==> config.mk <==
export PLATFORM = sky130hd
export DESIGN_NAME = sixteen_channel_capture_compare
export DESIGN_NICKNAME = d
export VERILOG_FILES = /design/src/ccu_pkg.sv /design/src/cc_channel.sv /design/src/sixteen_channel_capture_compare.sv
export SDC_FILE = /design/constraint.sdc
export NUM_CORES = 2
export LEC_CHECK = 0
export BUFFER_PORTS_ARGS = -buffer_cell sky130_fd_sc_hd__buf_2
export CAP_MARGIN = 15
export CORE_ASPECT_RATIO = 0.8
export CORE_MARGIN = 10
export CORE_UTILIZATION = 55
export CTS_CLUSTER_DIAMETER = 200
export CTS_CLUSTER_SIZE = 14
export DETAILED_ROUTE_END_ITERATION = 12
export HOLD_SLACK_MARGIN = 0.06
export PLACE_DENSITY = 0.78
export SLEW_MARGIN = 20
export SYNTH_ARGS = -nofsm -noshare
export SYNTH_HDL_FRONTEND = slang
export SYNTH_SLANG_ARGS = --single-unit
export TNS_END_PERCENT = 1
==> constraint.sdc <==
create_clock -name core_clk_i -period 38.9 [get_ports core_clk_i]
set_clock_uncertainty 0.15 [all_clocks]
set_input_delay 5.835 -clock core_clk_i [delete_from_list [all_inputs] [get_ports core_clk_i]]
set_output_delay 5.835 -clock core_clk_i [all_outputs]
set_load 0.02 [all_outputs]
==> src/ccu_pkg.sv <==
// Shared constants and types of the sixteen channel capture/compare array.
package ccu_pkg;

  // ----------------------------------------------------------------------
  // Sizes
  // ----------------------------------------------------------------------
  localparam int NUM_CH  = 16;          // Channel registers.
  localparam int NUM_PIN = 10;          // Channels that own a pin.
  localparam int NUM_DBL = NUM_CH - NUM_PIN; // Partners for paired pins.
  localparam int TW      = 16;          // Timer and register width.
  localparam int AW      = 8;           // Register address width.
  localparam int PRE_W   = 10;          // Free running prescaler width.

  // ----------------------------------------------------------------------
  // Register offsets
  // ----------------------------------------------------------------------
  localparam logic [7:0] ADDR_CTRL  = 8'h00;
  localparam logic [7:0] ADDR_A_CNT = 8'h01;
  localparam logic [7:0] ADDR_A_REL = 8'h02;
  localparam logic [7:0] ADDR_B_CNT = 8'h03;
  localparam logic [7:0] ADDR_B_REL = 8'h04;
  localparam logic [7:0] ADDR_STAT  = 8'h05;
  localparam logic [7:0] ADDR_MASK  = 8'h06;
  localparam logic [7:0] ADDR_DBL   = 8'h07;
  localparam logic [7:0] ADDR_SGL   = 8'h08;
  localparam logic [3:0] PAGE_CFG   = 4'h1;  // 0x10 + channel.
  localparam logic [3:0] PAGE_VAL   = 4'h2;  // 0x20 + channel.

  // ----------------------------------------------------------------------
  // Control register fields and reset values
  // ----------------------------------------------------------------------
  localparam int CTRL_A_SEL = 0;        // Three bit clock select, base a.
  localparam int CTRL_A_RUN = 3;
  localparam int CTRL_B_SEL = 4;        // Three bit clock select, base b.
  localparam int CTRL_B_RUN = 7;
  localparam int CTRL_STAG  = 8;        // Staggered operation.
  localparam logic [15:0] CTRL_RST = 16'h0000;
  localparam logic [15:0] TB_RST   = 16'h0000;
  localparam logic [15:0] MASK_RST = 16'h0000;
  localparam logic [2:0]  SEL_NB   = 3'h6; // Neighbour timer overflow.
  localparam logic [2:0]  SEL_EXT  = 3'h7; // External count, base a only.
  localparam int          STAG_SHIFT = 3;  // Eight cycles when staggered.
  localparam logic [15:0] TB_MAX   = 16'hffff;

  // ----------------------------------------------------------------------
  // Types
  // ----------------------------------------------------------------------
  typedef enum logic [2:0] {
    MODE_OFF, MODE_CAP, MODE_CMP0, MODE_CMP1, MODE_CMP2, MODE_CMP3
  } ch_mode_t;

  typedef struct packed {
    logic       tsel;      // 0 time_base_a, 1 time_base_b.
    logic [1:0] edge_sel;  // Bit 0 rising, bit 1 falling.
    ch_mode_t   mode;
  } ch_cfg_t;

  typedef struct packed {
    logic [15:0] cnt;      // Timer value.
    logic        upd;      // Value changed in the last edge.
    logic        ovf;      // Overflow with reload in the last edge.
  } tb_view_t;

  typedef struct packed {
    logic tog;
    logic set;
    logic clr;
  } pin_act_t;

endpackage

==> src/cc_channel.sv <==
// One capture/compare channel register with its mode logic.
`timescale 1ns/1ps
module cc_channel (
  input  wire logic             core_clk_i,
  input  wire logic             rst_i,
  input  ccu_pkg::ch_cfg_t      cfg_i,
  input  wire logic             single_i,
  input  wire logic             arm_i,
  input  wire logic             wr_i,
  input  wire logic [15:0]      wdata_i,
  input  ccu_pkg::tb_view_t     tb_a_i,
  input  ccu_pkg::tb_view_t     tb_b_i,
  input  wire logic             rise_i,
  input  wire logic             fall_i,
  output logic [15:0]           value_o,
  output logic                  req_o,
  output ccu_pkg::pin_act_t     act_o
);
  import ccu_pkg::*;

  // ----------------------------------------------------------------------
  // State
  // ----------------------------------------------------------------------
  typedef struct packed {
    logic [15:0] value;    // Channel register.
    logic        once;     // Event already seen in this timer period.
    logic        done;     // Single event consumed.
    logic        req;      // Request pulse.
    pin_act_t    act;      // Pin action pulse.
  } ch_st_t;

  ch_st_t   q;             // Registered state.
  ch_st_t   d;             // Next state.
  tb_view_t tb;            // The time base this channel follows.
  logic     cap_hit;       // Selected pin edge seen in capture mode.
  logic     cmp_hit;       // Timer just stepped onto the register value.

  // ----------------------------------------------------------------------
  // Next state
  // ----------------------------------------------------------------------
  always_comb begin
    d        = q;
    d.req    = 1'b0;
    d.act    = '0;
    tb       = cfg_i.tsel ? tb_b_i : tb_a_i;
    cap_hit  = (cfg_i.mode == MODE_CAP) &&
               ((cfg_i.edge_sel[0] && rise_i) ||
                (cfg_i.edge_sel[1] && fall_i));
    // Matching only on a fresh timer value keeps a stopped timer from
    // firing every cycle while it rests on the register value.
    cmp_hit  = (cfg_i.mode >= MODE_CMP0) && tb.upd &&
               (tb.cnt == q.value) && !q.done;
    if (arm_i) begin
      d.done = 1'b0;
    end
    // A new period re-enables the once-per-period modes.
    if (tb.ovf) begin
      d.once = 1'b0;
      if (cfg_i.mode == MODE_CMP3) begin
        d.act.clr = 1'b1;
      end
    end
    // Software write first, so a capture in the same cycle wins.
    if (wr_i) begin
      d.value = wdata_i;
    end
    if (cap_hit && !q.done) begin
      d.value = tb.cnt;
      d.req   = 1'b1;
      d.done  = single_i;
    end else if (cmp_hit) begin
      unique case (cfg_i.mode)
        MODE_CMP0: begin
          d.req = 1'b1;
        end
        MODE_CMP1: begin
          d.req     = 1'b1;
          d.act.tog = 1'b1;
        end
        MODE_CMP2: begin
          d.req  = !d.once;
          d.once = 1'b1;
        end
        MODE_CMP3: begin
          d.req     = !d.once;
          d.act.set = !d.once;
          d.once    = 1'b1;
        end
        default: begin
          d.req = 1'b0;
        end
      endcase
      d.done = single_i && d.req;
    end
  end

  // ----------------------------------------------------------------------
  // Registers
  // ----------------------------------------------------------------------
  always_ff @(posedge core_clk_i or posedge rst_i) begin
    if (rst_i) begin
      q <= '0;
    end else begin
      q <= d;
    end
  end

  assign value_o = q.value;
  assign req_o   = q.req;
  assign act_o   = q.act;

endmodule

==> src/sixteen_channel_capture_compare.sv <==
// Sixteen channel capture/compare array with two reloadable time bases.
//
// How it works
// - Sixteen channels, one cycle, eight when staggered.
// - Two independent 16-bit timers with reloads.
// - Timers step on prescaler or neighbour overflow.
// - First timer may count external input edges.
// - Each channel picks its timer and function.
// - Ten channels own one pin each.
// - Mode zero: request on every match only.
// - Mode one: pin toggles on every match.
// - Mode two: at most one request per period.
// - Mode three: set on match, clear on overflow.
// - Paired registers both toggle one shared pin.
// - Single event option stops after one event.
// - Capture latches assigned timer on pin edge.
// - Each capture raises that channel's request.
// - Capture edge: rising, falling or both.
// - Compare continuously, act on equality.
`timescale 1ns/1ps
module sixteen_channel_capture_compare (
  input  wire logic                       core_clk_i,
  input  wire logic                       rst_i,
  input  wire logic [ccu_pkg::AW-1:0]     addr_i,
  input  wire logic [15:0]                wdata_i,
  input  wire logic                       wr_i,
  input  wire logic                       rd_i,
  output logic      [15:0]                rdata_o,
  input  wire logic [ccu_pkg::NUM_PIN-1:0] cc_pin_i,
  output logic      [ccu_pkg::NUM_PIN-1:0] cc_pin_o,
  output logic      [ccu_pkg::NUM_PIN-1:0] cc_pin_oe_o,
  input  wire logic                       ext_count_i,
  input  wire logic                       neighbour_timer_overflow_source_i,
  output logic      [ccu_pkg::NUM_CH-1:0] ch_req_o,
  output logic                            irq_o
);
  import ccu_pkg::*;

  // ----------------------------------------------------------------------
  // State
  // ----------------------------------------------------------------------
  typedef struct packed {
    logic [15:0]             ctrl;      // Clock selects, run bits.
    logic [15:0]             time_base_a;
    logic [15:0]             a_rel;     // Reload value for base a.
    logic [15:0]             time_base_b;
    logic [15:0]             b_rel;     // Reload value for base b.
    logic                    a_upd;     // Base a stepped.
    logic                    a_ovf;     // Base a overflowed.
    logic                    b_upd;
    logic                    b_ovf;
    logic [PRE_W-1:0]        pre;       // Free running prescaler.
    logic [NUM_PIN-1:0]      pin_s1;    // Pin synchroniser, stage one.
    logic [NUM_PIN-1:0]      pin_s2;    // Pin synchroniser, stage two.
    logic [NUM_PIN-1:0]      pin_s3;    // Previous synchronised level.
    logic                    ext_s1;    // External count synchroniser.
    logic                    ext_s2;
    logic                    ext_s3;
    logic [NUM_CH-1:0]       stat;      // Pending flags.
    logic [NUM_CH-1:0]       mask;      // Interrupt enables.
    logic [NUM_DBL-1:0]      dbl;       // Paired pin enables.
    logic [NUM_CH-1:0]       sgl;       // Single event enables.
    ch_cfg_t [NUM_CH-1:0]    cfg;       // Channel configuration.
    logic [NUM_PIN-1:0]      pin;       // Pin output levels.
    logic [15:0]             rdata;     // Read data register.
  } st_t;

  st_t q;                               // Registered state.
  st_t d;                               // Next state.

  // Per channel wiring.
  logic [NUM_CH-1:0][15:0] ch_val;      // Channel register values.
  logic [NUM_CH-1:0]       ch_req;      // Channel request pulses.
  pin_act_t [NUM_CH-1:0]   ch_act;      // Channel pin actions.
  logic [NUM_CH-1:0]       ch_wr;       // Value write strobes.
  logic [NUM_CH-1:0]       ch_arm;      // Configuration write strobes.
  logic [NUM_PIN-1:0]      rise;        // Synchronised rising edges.
  logic [NUM_PIN-1:0]      fall;        // Synchronised falling edges.
  tb_view_t                tb_a;        // View of time_base_a.
  tb_view_t                tb_b;        // View of time_base_b.
  logic                    tick_a;      // Base a steps this cycle.
  logic                    tick_b;      // Base b steps this cycle.
  logic                    ext_rise;    // External count edge.
  logic [3:0]              ch_idx;      // Channel addressed on the bus.

  // ----------------------------------------------------------------------
  // Clock select
  // ----------------------------------------------------------------------
  // Returns the step enable for one time base. Selects below six pick a
  // prescaled system clock of 2^sel cycles, multiplied by eight when
  // staggered so the best resolution drops to eight cycles.
  function automatic logic tb_tick(input logic [2:0]       sel,
                                   input logic             run,
                                   input logic             stag,
                                   input logic [PRE_W-1:0] pre,
                                   input logic             nb,
                                   input logic             ext,
                                   input logic             ext_ok);
    logic [PRE_W-1:0] msk;
    logic [3:0]       sh;
    msk = '0;
    sh  = 4'({1'b0, sel}) + (stag ? 4'(STAG_SHIFT) : 4'h0);
    for (int i = 0; i < PRE_W; i++) begin
      msk[i] = (i < int'(sh));
    end
    if (!run) begin
      tb_tick = 1'b0;
    end else if (sel == SEL_NB) begin
      tb_tick = nb;
    end else if (sel == SEL_EXT) begin
      tb_tick = ext_ok && ext;
    end else begin
      tb_tick = ((pre & msk) == msk);
    end
  endfunction

  // Steps a timer, reloading on overflow so the period is set by the
  // reload value rather than always spanning the full 16-bit range.
  function automatic logic [17:0] tb_step(input logic [15:0] cnt,
                                          input logic [15:0] rel,
                                          input logic        tick);
    tb_step = {cnt, 2'b00};
    if (tick) begin
      if (cnt == TB_MAX) begin
        tb_step = {rel, 2'b11};
      end else begin
        tb_step = {cnt + 16'h0001, 2'b10};
      end
    end
  endfunction

  // ----------------------------------------------------------------------
  // Edge detection and bus decode
  // ----------------------------------------------------------------------
  // Edges look only at the second and third stages; the first stage
  // feeds nothing but the second, so a metastable level never spreads.
  assign rise     = q.pin_s2 & ~q.pin_s3;
  assign fall     = ~q.pin_s2 & q.pin_s3;
  assign ext_rise = q.ext_s2 && !q.ext_s3;
  assign ch_idx   = addr_i[3:0];
  assign tick_a   = tb_tick(q.ctrl[CTRL_A_SEL +: 3], q.ctrl[CTRL_A_RUN],
                            q.ctrl[CTRL_STAG], q.pre,
                            neighbour_timer_overflow_source_i,
                            ext_rise, 1'b1);
  assign tick_b   = tb_tick(q.ctrl[CTRL_B_SEL +: 3], q.ctrl[CTRL_B_RUN],
                            q.ctrl[CTRL_STAG], q.pre,
                            neighbour_timer_overflow_source_i,
                            ext_rise, 1'b0);
  assign tb_a     = '{cnt: q.time_base_a, upd: q.a_upd, ovf: q.a_ovf};
  assign tb_b     = '{cnt: q.time_base_b, upd: q.b_upd, ovf: q.b_ovf};

  // Write strobes toward the channels, one per channel register.
  always_comb begin
    ch_wr  = '0;
    ch_arm = '0;
    if (wr_i && (addr_i[7:4] == PAGE_VAL)) begin
      ch_wr[ch_idx] = 1'b1;
    end
    if (wr_i && (addr_i[7:4] == PAGE_CFG)) begin
      ch_arm[ch_idx] = 1'b1;
    end
  end

  // ----------------------------------------------------------------------
  // Channels
  // ----------------------------------------------------------------------
  for (genvar c = 0; c < NUM_CH; c++) begin : g_ch
    // Channels without a pin never see an edge, so capture stays idle.
    logic r_in;
    logic f_in;
    if (c < NUM_PIN) begin : g_pin
      assign r_in = rise[c];
      assign f_in = fall[c];
    end else begin : g_nopin
      assign r_in = 1'b0;
      assign f_in = 1'b0;
    end
    cc_channel u_ch (
      .core_clk_i (core_clk_i),
      .rst_i      (rst_i),
      .cfg_i      (q.cfg[c]),
      .single_i   (q.sgl[c]),
      .arm_i      (ch_arm[c]),
      .wr_i       (ch_wr[c]),
      .wdata_i    (wdata_i),
      .tb_a_i     (tb_a),
      .tb_b_i     (tb_b),
      .rise_i     (r_in),
      .fall_i     (f_in),
      .value_o    (ch_val[c]),
      .req_o      (ch_req[c]),
      .act_o      (ch_act[c])
    );
  end

  // ----------------------------------------------------------------------
  // Next state
  // ----------------------------------------------------------------------
  always_comb begin
    logic [17:0] sa;
    logic [17:0] sb;
    sa = tb_step(q.time_base_a, q.a_rel, tick_a);
    sb = tb_step(q.time_base_b, q.b_rel, tick_b);
    d = q;
    // Synchronisers and prescaler.
    d.pin_s1 = cc_pin_i;
    d.pin_s2 = q.pin_s1;
    d.pin_s3 = q.pin_s2;
    d.ext_s1 = ext_count_i;
    d.ext_s2 = q.ext_s1;
    d.ext_s3 = q.ext_s2;
    d.pre    = q.pre + 10'h001;
    // Time bases; a software write to a counter overrides its step.
    d.time_base_a = sa[17:2];
    d.a_upd       = sa[1];
    d.a_ovf       = sa[0];
    d.time_base_b = sb[17:2];
    d.b_upd       = sb[1];
    d.b_ovf       = sb[0];
    // Pins: clear first, then set, so a match on the reload value of
    // a mode three channel still leaves the pin high.
    for (int p = 0; p < NUM_PIN; p++) begin
      if (ch_act[p].tog) begin
        d.pin[p] = !d.pin[p];
      end
      if (ch_act[p].clr) begin
        d.pin[p] = 1'b0;
      end
      if (ch_act[p].set) begin
        d.pin[p] = 1'b1;
      end
      if (p < NUM_DBL) begin
        if (q.dbl[p] && ch_req[p + NUM_PIN]) begin
          d.pin[p] = !d.pin[p];
        end
      end
    end
    // Pending flags: a request in the clearing cycle survives.
    if (wr_i && (addr_i == ADDR_STAT)) begin
      d.stat = q.stat & ~wdata_i;
    end
    d.stat = d.stat | ch_req;
    // Register writes.
    if (wr_i) begin
      unique case (addr_i)
        ADDR_CTRL: begin
          d.ctrl = wdata_i;
        end
        ADDR_A_CNT: begin
          d.time_base_a = wdata_i;
          d.a_upd       = 1'b0;
          d.a_ovf       = 1'b0;
        end
        ADDR_A_REL: begin
          d.a_rel = wdata_i;
        end
        ADDR_B_CNT: begin
          d.time_base_b = wdata_i;
          d.b_upd       = 1'b0;
          d.b_ovf       = 1'b0;
        end
        ADDR_B_REL: begin
          d.b_rel = wdata_i;
        end
        ADDR_MASK: begin
          d.mask = wdata_i;
        end
        ADDR_DBL: begin
          d.dbl = wdata_i[NUM_DBL-1:0];
        end
        ADDR_SGL: begin
          d.sgl = wdata_i;
        end
        default: begin
          if (addr_i[7:4] == PAGE_CFG) begin
            d.cfg[ch_idx] = ch_cfg_t'(wdata_i[5:0]);
          end
        end
      endcase
    end
    // Read data stands in the cycle after the strobe only.
    d.rdata = 16'h0000;
    if (rd_i) begin
      unique case (addr_i)
        ADDR_CTRL: begin
          d.rdata = q.ctrl;
        end
        ADDR_A_CNT: begin
          d.rdata = q.time_base_a;
        end
        ADDR_A_REL: begin
          d.rdata = q.a_rel;
        end
        ADDR_B_CNT: begin
          d.rdata = q.time_base_b;
        end
        ADDR_B_REL: begin
          d.rdata = q.b_rel;
        end
        ADDR_STAT: begin
          d.rdata = q.stat;
        end
        ADDR_MASK: begin
          d.rdata = q.mask;
        end
        ADDR_DBL: begin
          d.rdata = {10'h000, q.dbl};
        end
        ADDR_SGL: begin
          d.rdata = q.sgl;
        end
        default: begin
          if (addr_i[7:4] == PAGE_CFG) begin
            d.rdata = {10'h000, q.cfg[ch_idx]};
          end else if (addr_i[7:4] == PAGE_VAL) begin
            d.rdata = ch_val[ch_idx];
          end
        end
      endcase
    end
  end

  // ----------------------------------------------------------------------
  // Registers
  // ----------------------------------------------------------------------
  always_ff @(posedge core_clk_i or posedge rst_i) begin
    if (rst_i) begin
      q             <= '0;
      q.ctrl        <= CTRL_RST;
      q.time_base_a <= TB_RST;
      q.time_base_b <= TB_RST;
      q.mask        <= MASK_RST;
    end else begin
      q <= d;
    end
  end

  // ----------------------------------------------------------------------
  // Outputs
  // ----------------------------------------------------------------------
  // A pin is driven only while its channel generates pin events or its pairing
  // is enabled, so an unpaired capture channel leaves the pad free.
  always_comb begin
    for (int p = 0; p < NUM_PIN; p++) begin
      cc_pin_oe_o[p] = (q.cfg[p].mode == MODE_CMP1) ||
                       (q.cfg[p].mode == MODE_CMP3);
      if (p < NUM_DBL) begin
        cc_pin_oe_o[p] = cc_pin_oe_o[p] || q.dbl[p];
      end
    end
  end

  assign cc_pin_o = q.pin;
  assign rdata_o  = q.rdata;
  assign ch_req_o = ch_req;
  assign irq_o    = |(q.stat & q.mask);

endmodule

==> results.json <==
{
  "die_height_um": 255,
  "place_ws_ps": 29570,
  "cp.required_ps": 39250,
  "avgViaCountPerCell": 6.90,
  "rsz0062_at_grt": "no",
  "num_vias": 30112,
  "dieArea_um2": 80100,
  "outcome": "completed",
  "synth_fa_ha_area_frac": 0.0172,
  "synth.distinct_cells": 84,
  "synth-edff-count": 0,
  "tritoncts": "done",
  "rows": 86,
  "dp_hpwl_um": 89900,
  "initial_core_util": 0.554,
  "yosys_register_bits": 637,
  "slowest_stage": "and2_1",
  "power_density_nw_per_um2": 39.8,
  "grt_usage": 0.331,
  "synth_cells": 3532,
  "h-tree-depth": 2,
  "synthXorXnorAreaFrac": 0.0678,
  "leakagePower_uw": 0.0170,
  "worst_slack_ps": 30030,
  "grt_pass1_vias": 29231,
  "slew_violations": 0,
  "n_fill_cell": 5675,
  "tightest_slew_ps": 1240,
  "tns_ps": 0,
  "slowest_delay_ps": 1080,
  "synthFlopType": "dfrtp_1",
  "synthTopCellsByArea": "dfrtp_1, mux2i_1, mux4_2",
  "firstDrtPassIters": 9,
  "clk_pin_slew_ps": 70,
  "crit_start": "addr_i[4]",
  "synth_nets": 3623,
  "clock-sinks": 637,
  "die_w_um": 314,
  "drive_above_1_share": 0.171,
  "grt_first_pass_wirelength_um": 197000,
  "startpoint_type": "primary input",
  "clock-root-buffer": "clkbuf_16",
  "antenna_found_initial": 8,
  "period_share": 0.228,
  "async_reset_ff_frac": 1.00,
  "worstRegToRegCells": 7,
  "ys_seq_area_frac": 0.419,
  "postRouteAntennaNets": 0,
  "synth.largest_area_cell": "dfrtp_1",
  "fin_crit_ps": 8870,
  "crit_path_end_kind": "flop",
  "ioPinCount": 93,
  "place_congestion": 1.06,
  "yosys_warnings": 0,
  "placeableCoreArea_um2": 68700,
  "hold_violations": 0,
  "grt_max_degree": 167,
  "yosys.area_share.simple": 0.105,
  "peakVddDrop_v": 0.0000450,
  "slew_headroom": 0.173,
  "nets": 3519,
  "syn_area_um2": 38000,
  "synth_compound_area_frac": 0.0988,
  "rrSetupSlack_ps": 35440,
  "postSynthAreaPerCell_um2": 10.8,
  "cts_buffer_depth": 3,
  "synth_top_family_by_area": "multiplexers",
  "r2r-end": "g_ch[9].u_ch.q[4]$_DFFE_PP0P_",
  "path_max_fanout": 17,
  "portBuffers": 92,
  "crit_chain": "buf_2, nor4b_4, and2_1, nand3_2, mux2_1",
  "cts_buffers": 51,
  "route.detailed.drc": 0,
  "synth.area.mux_share": 0.243,
  "maxCapViolCount": 0,
  "synthTopCellsByCount": "dfrtp_1, nand2_1, mux2i_1",
  "max_freq_mhz": 113,
  "cts_setup_buffers": 0,
  "cp.arrival_ps": 9220,
  "crit_type": "in2reg",
  "clock_latency_ps": 650,
  "wl_per_cell_um": 30.9,
  "totalPowerFinal_uw": 1600,
  "dr.first_iter.drc_count": 4913,
  "routed_wl_um": 135000,
  "ctsHoldBuffers": 0,
  "whs_ps": 199,
  "endpoint": "g_ch[10].u_ch.value_o[3]$_DFFE_PP0P_",
  "synth_top_area_share": 0.419,
  "setup_viol": 0,
  "syn2layout_area_growth_pct": 5.68,
  "hold_path_class": "reg2reg",
  "synth_most_common_cell": "dfrtp_1",
  "grt-ovfl-total": 0,
  "post_cts_resized": 0,
  "r2r_start": "q[249]$_DFF_PP0_"
}
## power by group
group	total, uW	switching, uW	internal (uW)
registers	740	44.9	695
clock network	485	246	239
logic	373	242	131
## layout make-up
class,count,area [um^2],share of cell area
antenna,10,25.0,0.000623
clock buffer,53,1330,0.0330
clock inverter,1,8.76,0.000218
inverter,61,236,0.00589
multi-input combinational,2508,20400,0.508
sequential,637,15900,0.397
tap,924,1160,0.0288
timing repair buffer,169,1080,0.0268
## cells by family (layout without fill, tap and decap cells)
logic type / Yosys count / count (layout)
simple gates: 824 / 824
mux: 749 / 749
flops: 637 / 637
compound gates: 590 / 590
buf+inv: 387 / 284
xor+xnor: 294 / 294
fa+ha+maj: 51 / 51
other cells: 0 / 10
## sequential cells by signal, summed over array words and instances, names as in the netlist
name,count
rdata_o,16
q,255
d,22
g_ch.u_ch.req_o,16
g_ch.u_ch.act_o,30
cc_pin_o,10
g_ch.u_ch.q,32
g_ch.u_ch.value_o,256
## metrics by stage
step | area, um^2 | std cells | utilization
after floorplan | 38000 | 3532 | -
after global placement | 38800 | 4298 | 0.565
after detailed placement | 38800 | 4298 | 0.565
after CTS | 40100 | 4352 | 0.584
after global routing | 40100 | 4354 | 0.585
final | 40200 | 4363 | 0.585
## worst min path at each step
stage,cells past startpoint,start,to,slack [ps]
after CTS,0,d[195]$_DFF_PP0_,d[185]$_DFF_PP0_,200
after global routing,0,d[195]$_DFF_PP0_,d[185]$_DFF_PP0_,210
after floorplan,0,d[177]$_DFF_PP0_,d[176]$_DFF_PP0_,180
after global placement,0,d[192]$_DFF_PP0_,d[182]$_DFF_PP0_,180
after detailed placement,0,d[195]$_DFF_PP0_,d[185]$_DFF_PP0_,180
final,0,d[195]$_DFF_PP0_,d[185]$_DFF_PP0_,200
## worst max-delay path: cells and delay by family
kind,cells,cell delay [ps]
buffers and inverters,1,140
multiplexers,1,520
AND/OR/NAND/NOR,3,2700
## layout by cell type (no fill, tap or decap), drive strengths merged, types with 18 or more instances in the layout
cell type | netlist | routed
and2 | 18 | 18
inv | 61 | 62
nor2 | 126 | 126
buf | 155 | 169
mux4 | 104 | 104
a21o | 35 | 35
a31oi | 18 | 18
clkbuf | 171 | 53
o21ai | 258 | 258
a22o | 23 | 23
ha | 49 | 49
a21oi | 88 | 88
o31ai | 20 | 20
nand3b | 22 | 22
nand3 | 41 | 41
mux2 | 330 | 330
nand2 | 387 | 387
nor4 | 57 | 57
a22oi | 28 | 28
xor2 | 40 | 40
and3 | 26 | 26
nor3 | 53 | 53
xnor2 | 254 | 254
dfrtp | 637 | 637
nand4 | 33 | 33
mux2i | 315 | 315
## layer usage
metal | wire, um | track usage | up-vias
met5 | 98 | 0.00798 | -
met4 | 8880 | 0.185 | 6
met3 | 21800 | 0.132 | 551
met2 | 54300 | 0.460 | 2312
met1 | 49700 | 0.434 | 14838
li1 | - | - | 12405
(Power assumes the default switching activity.)
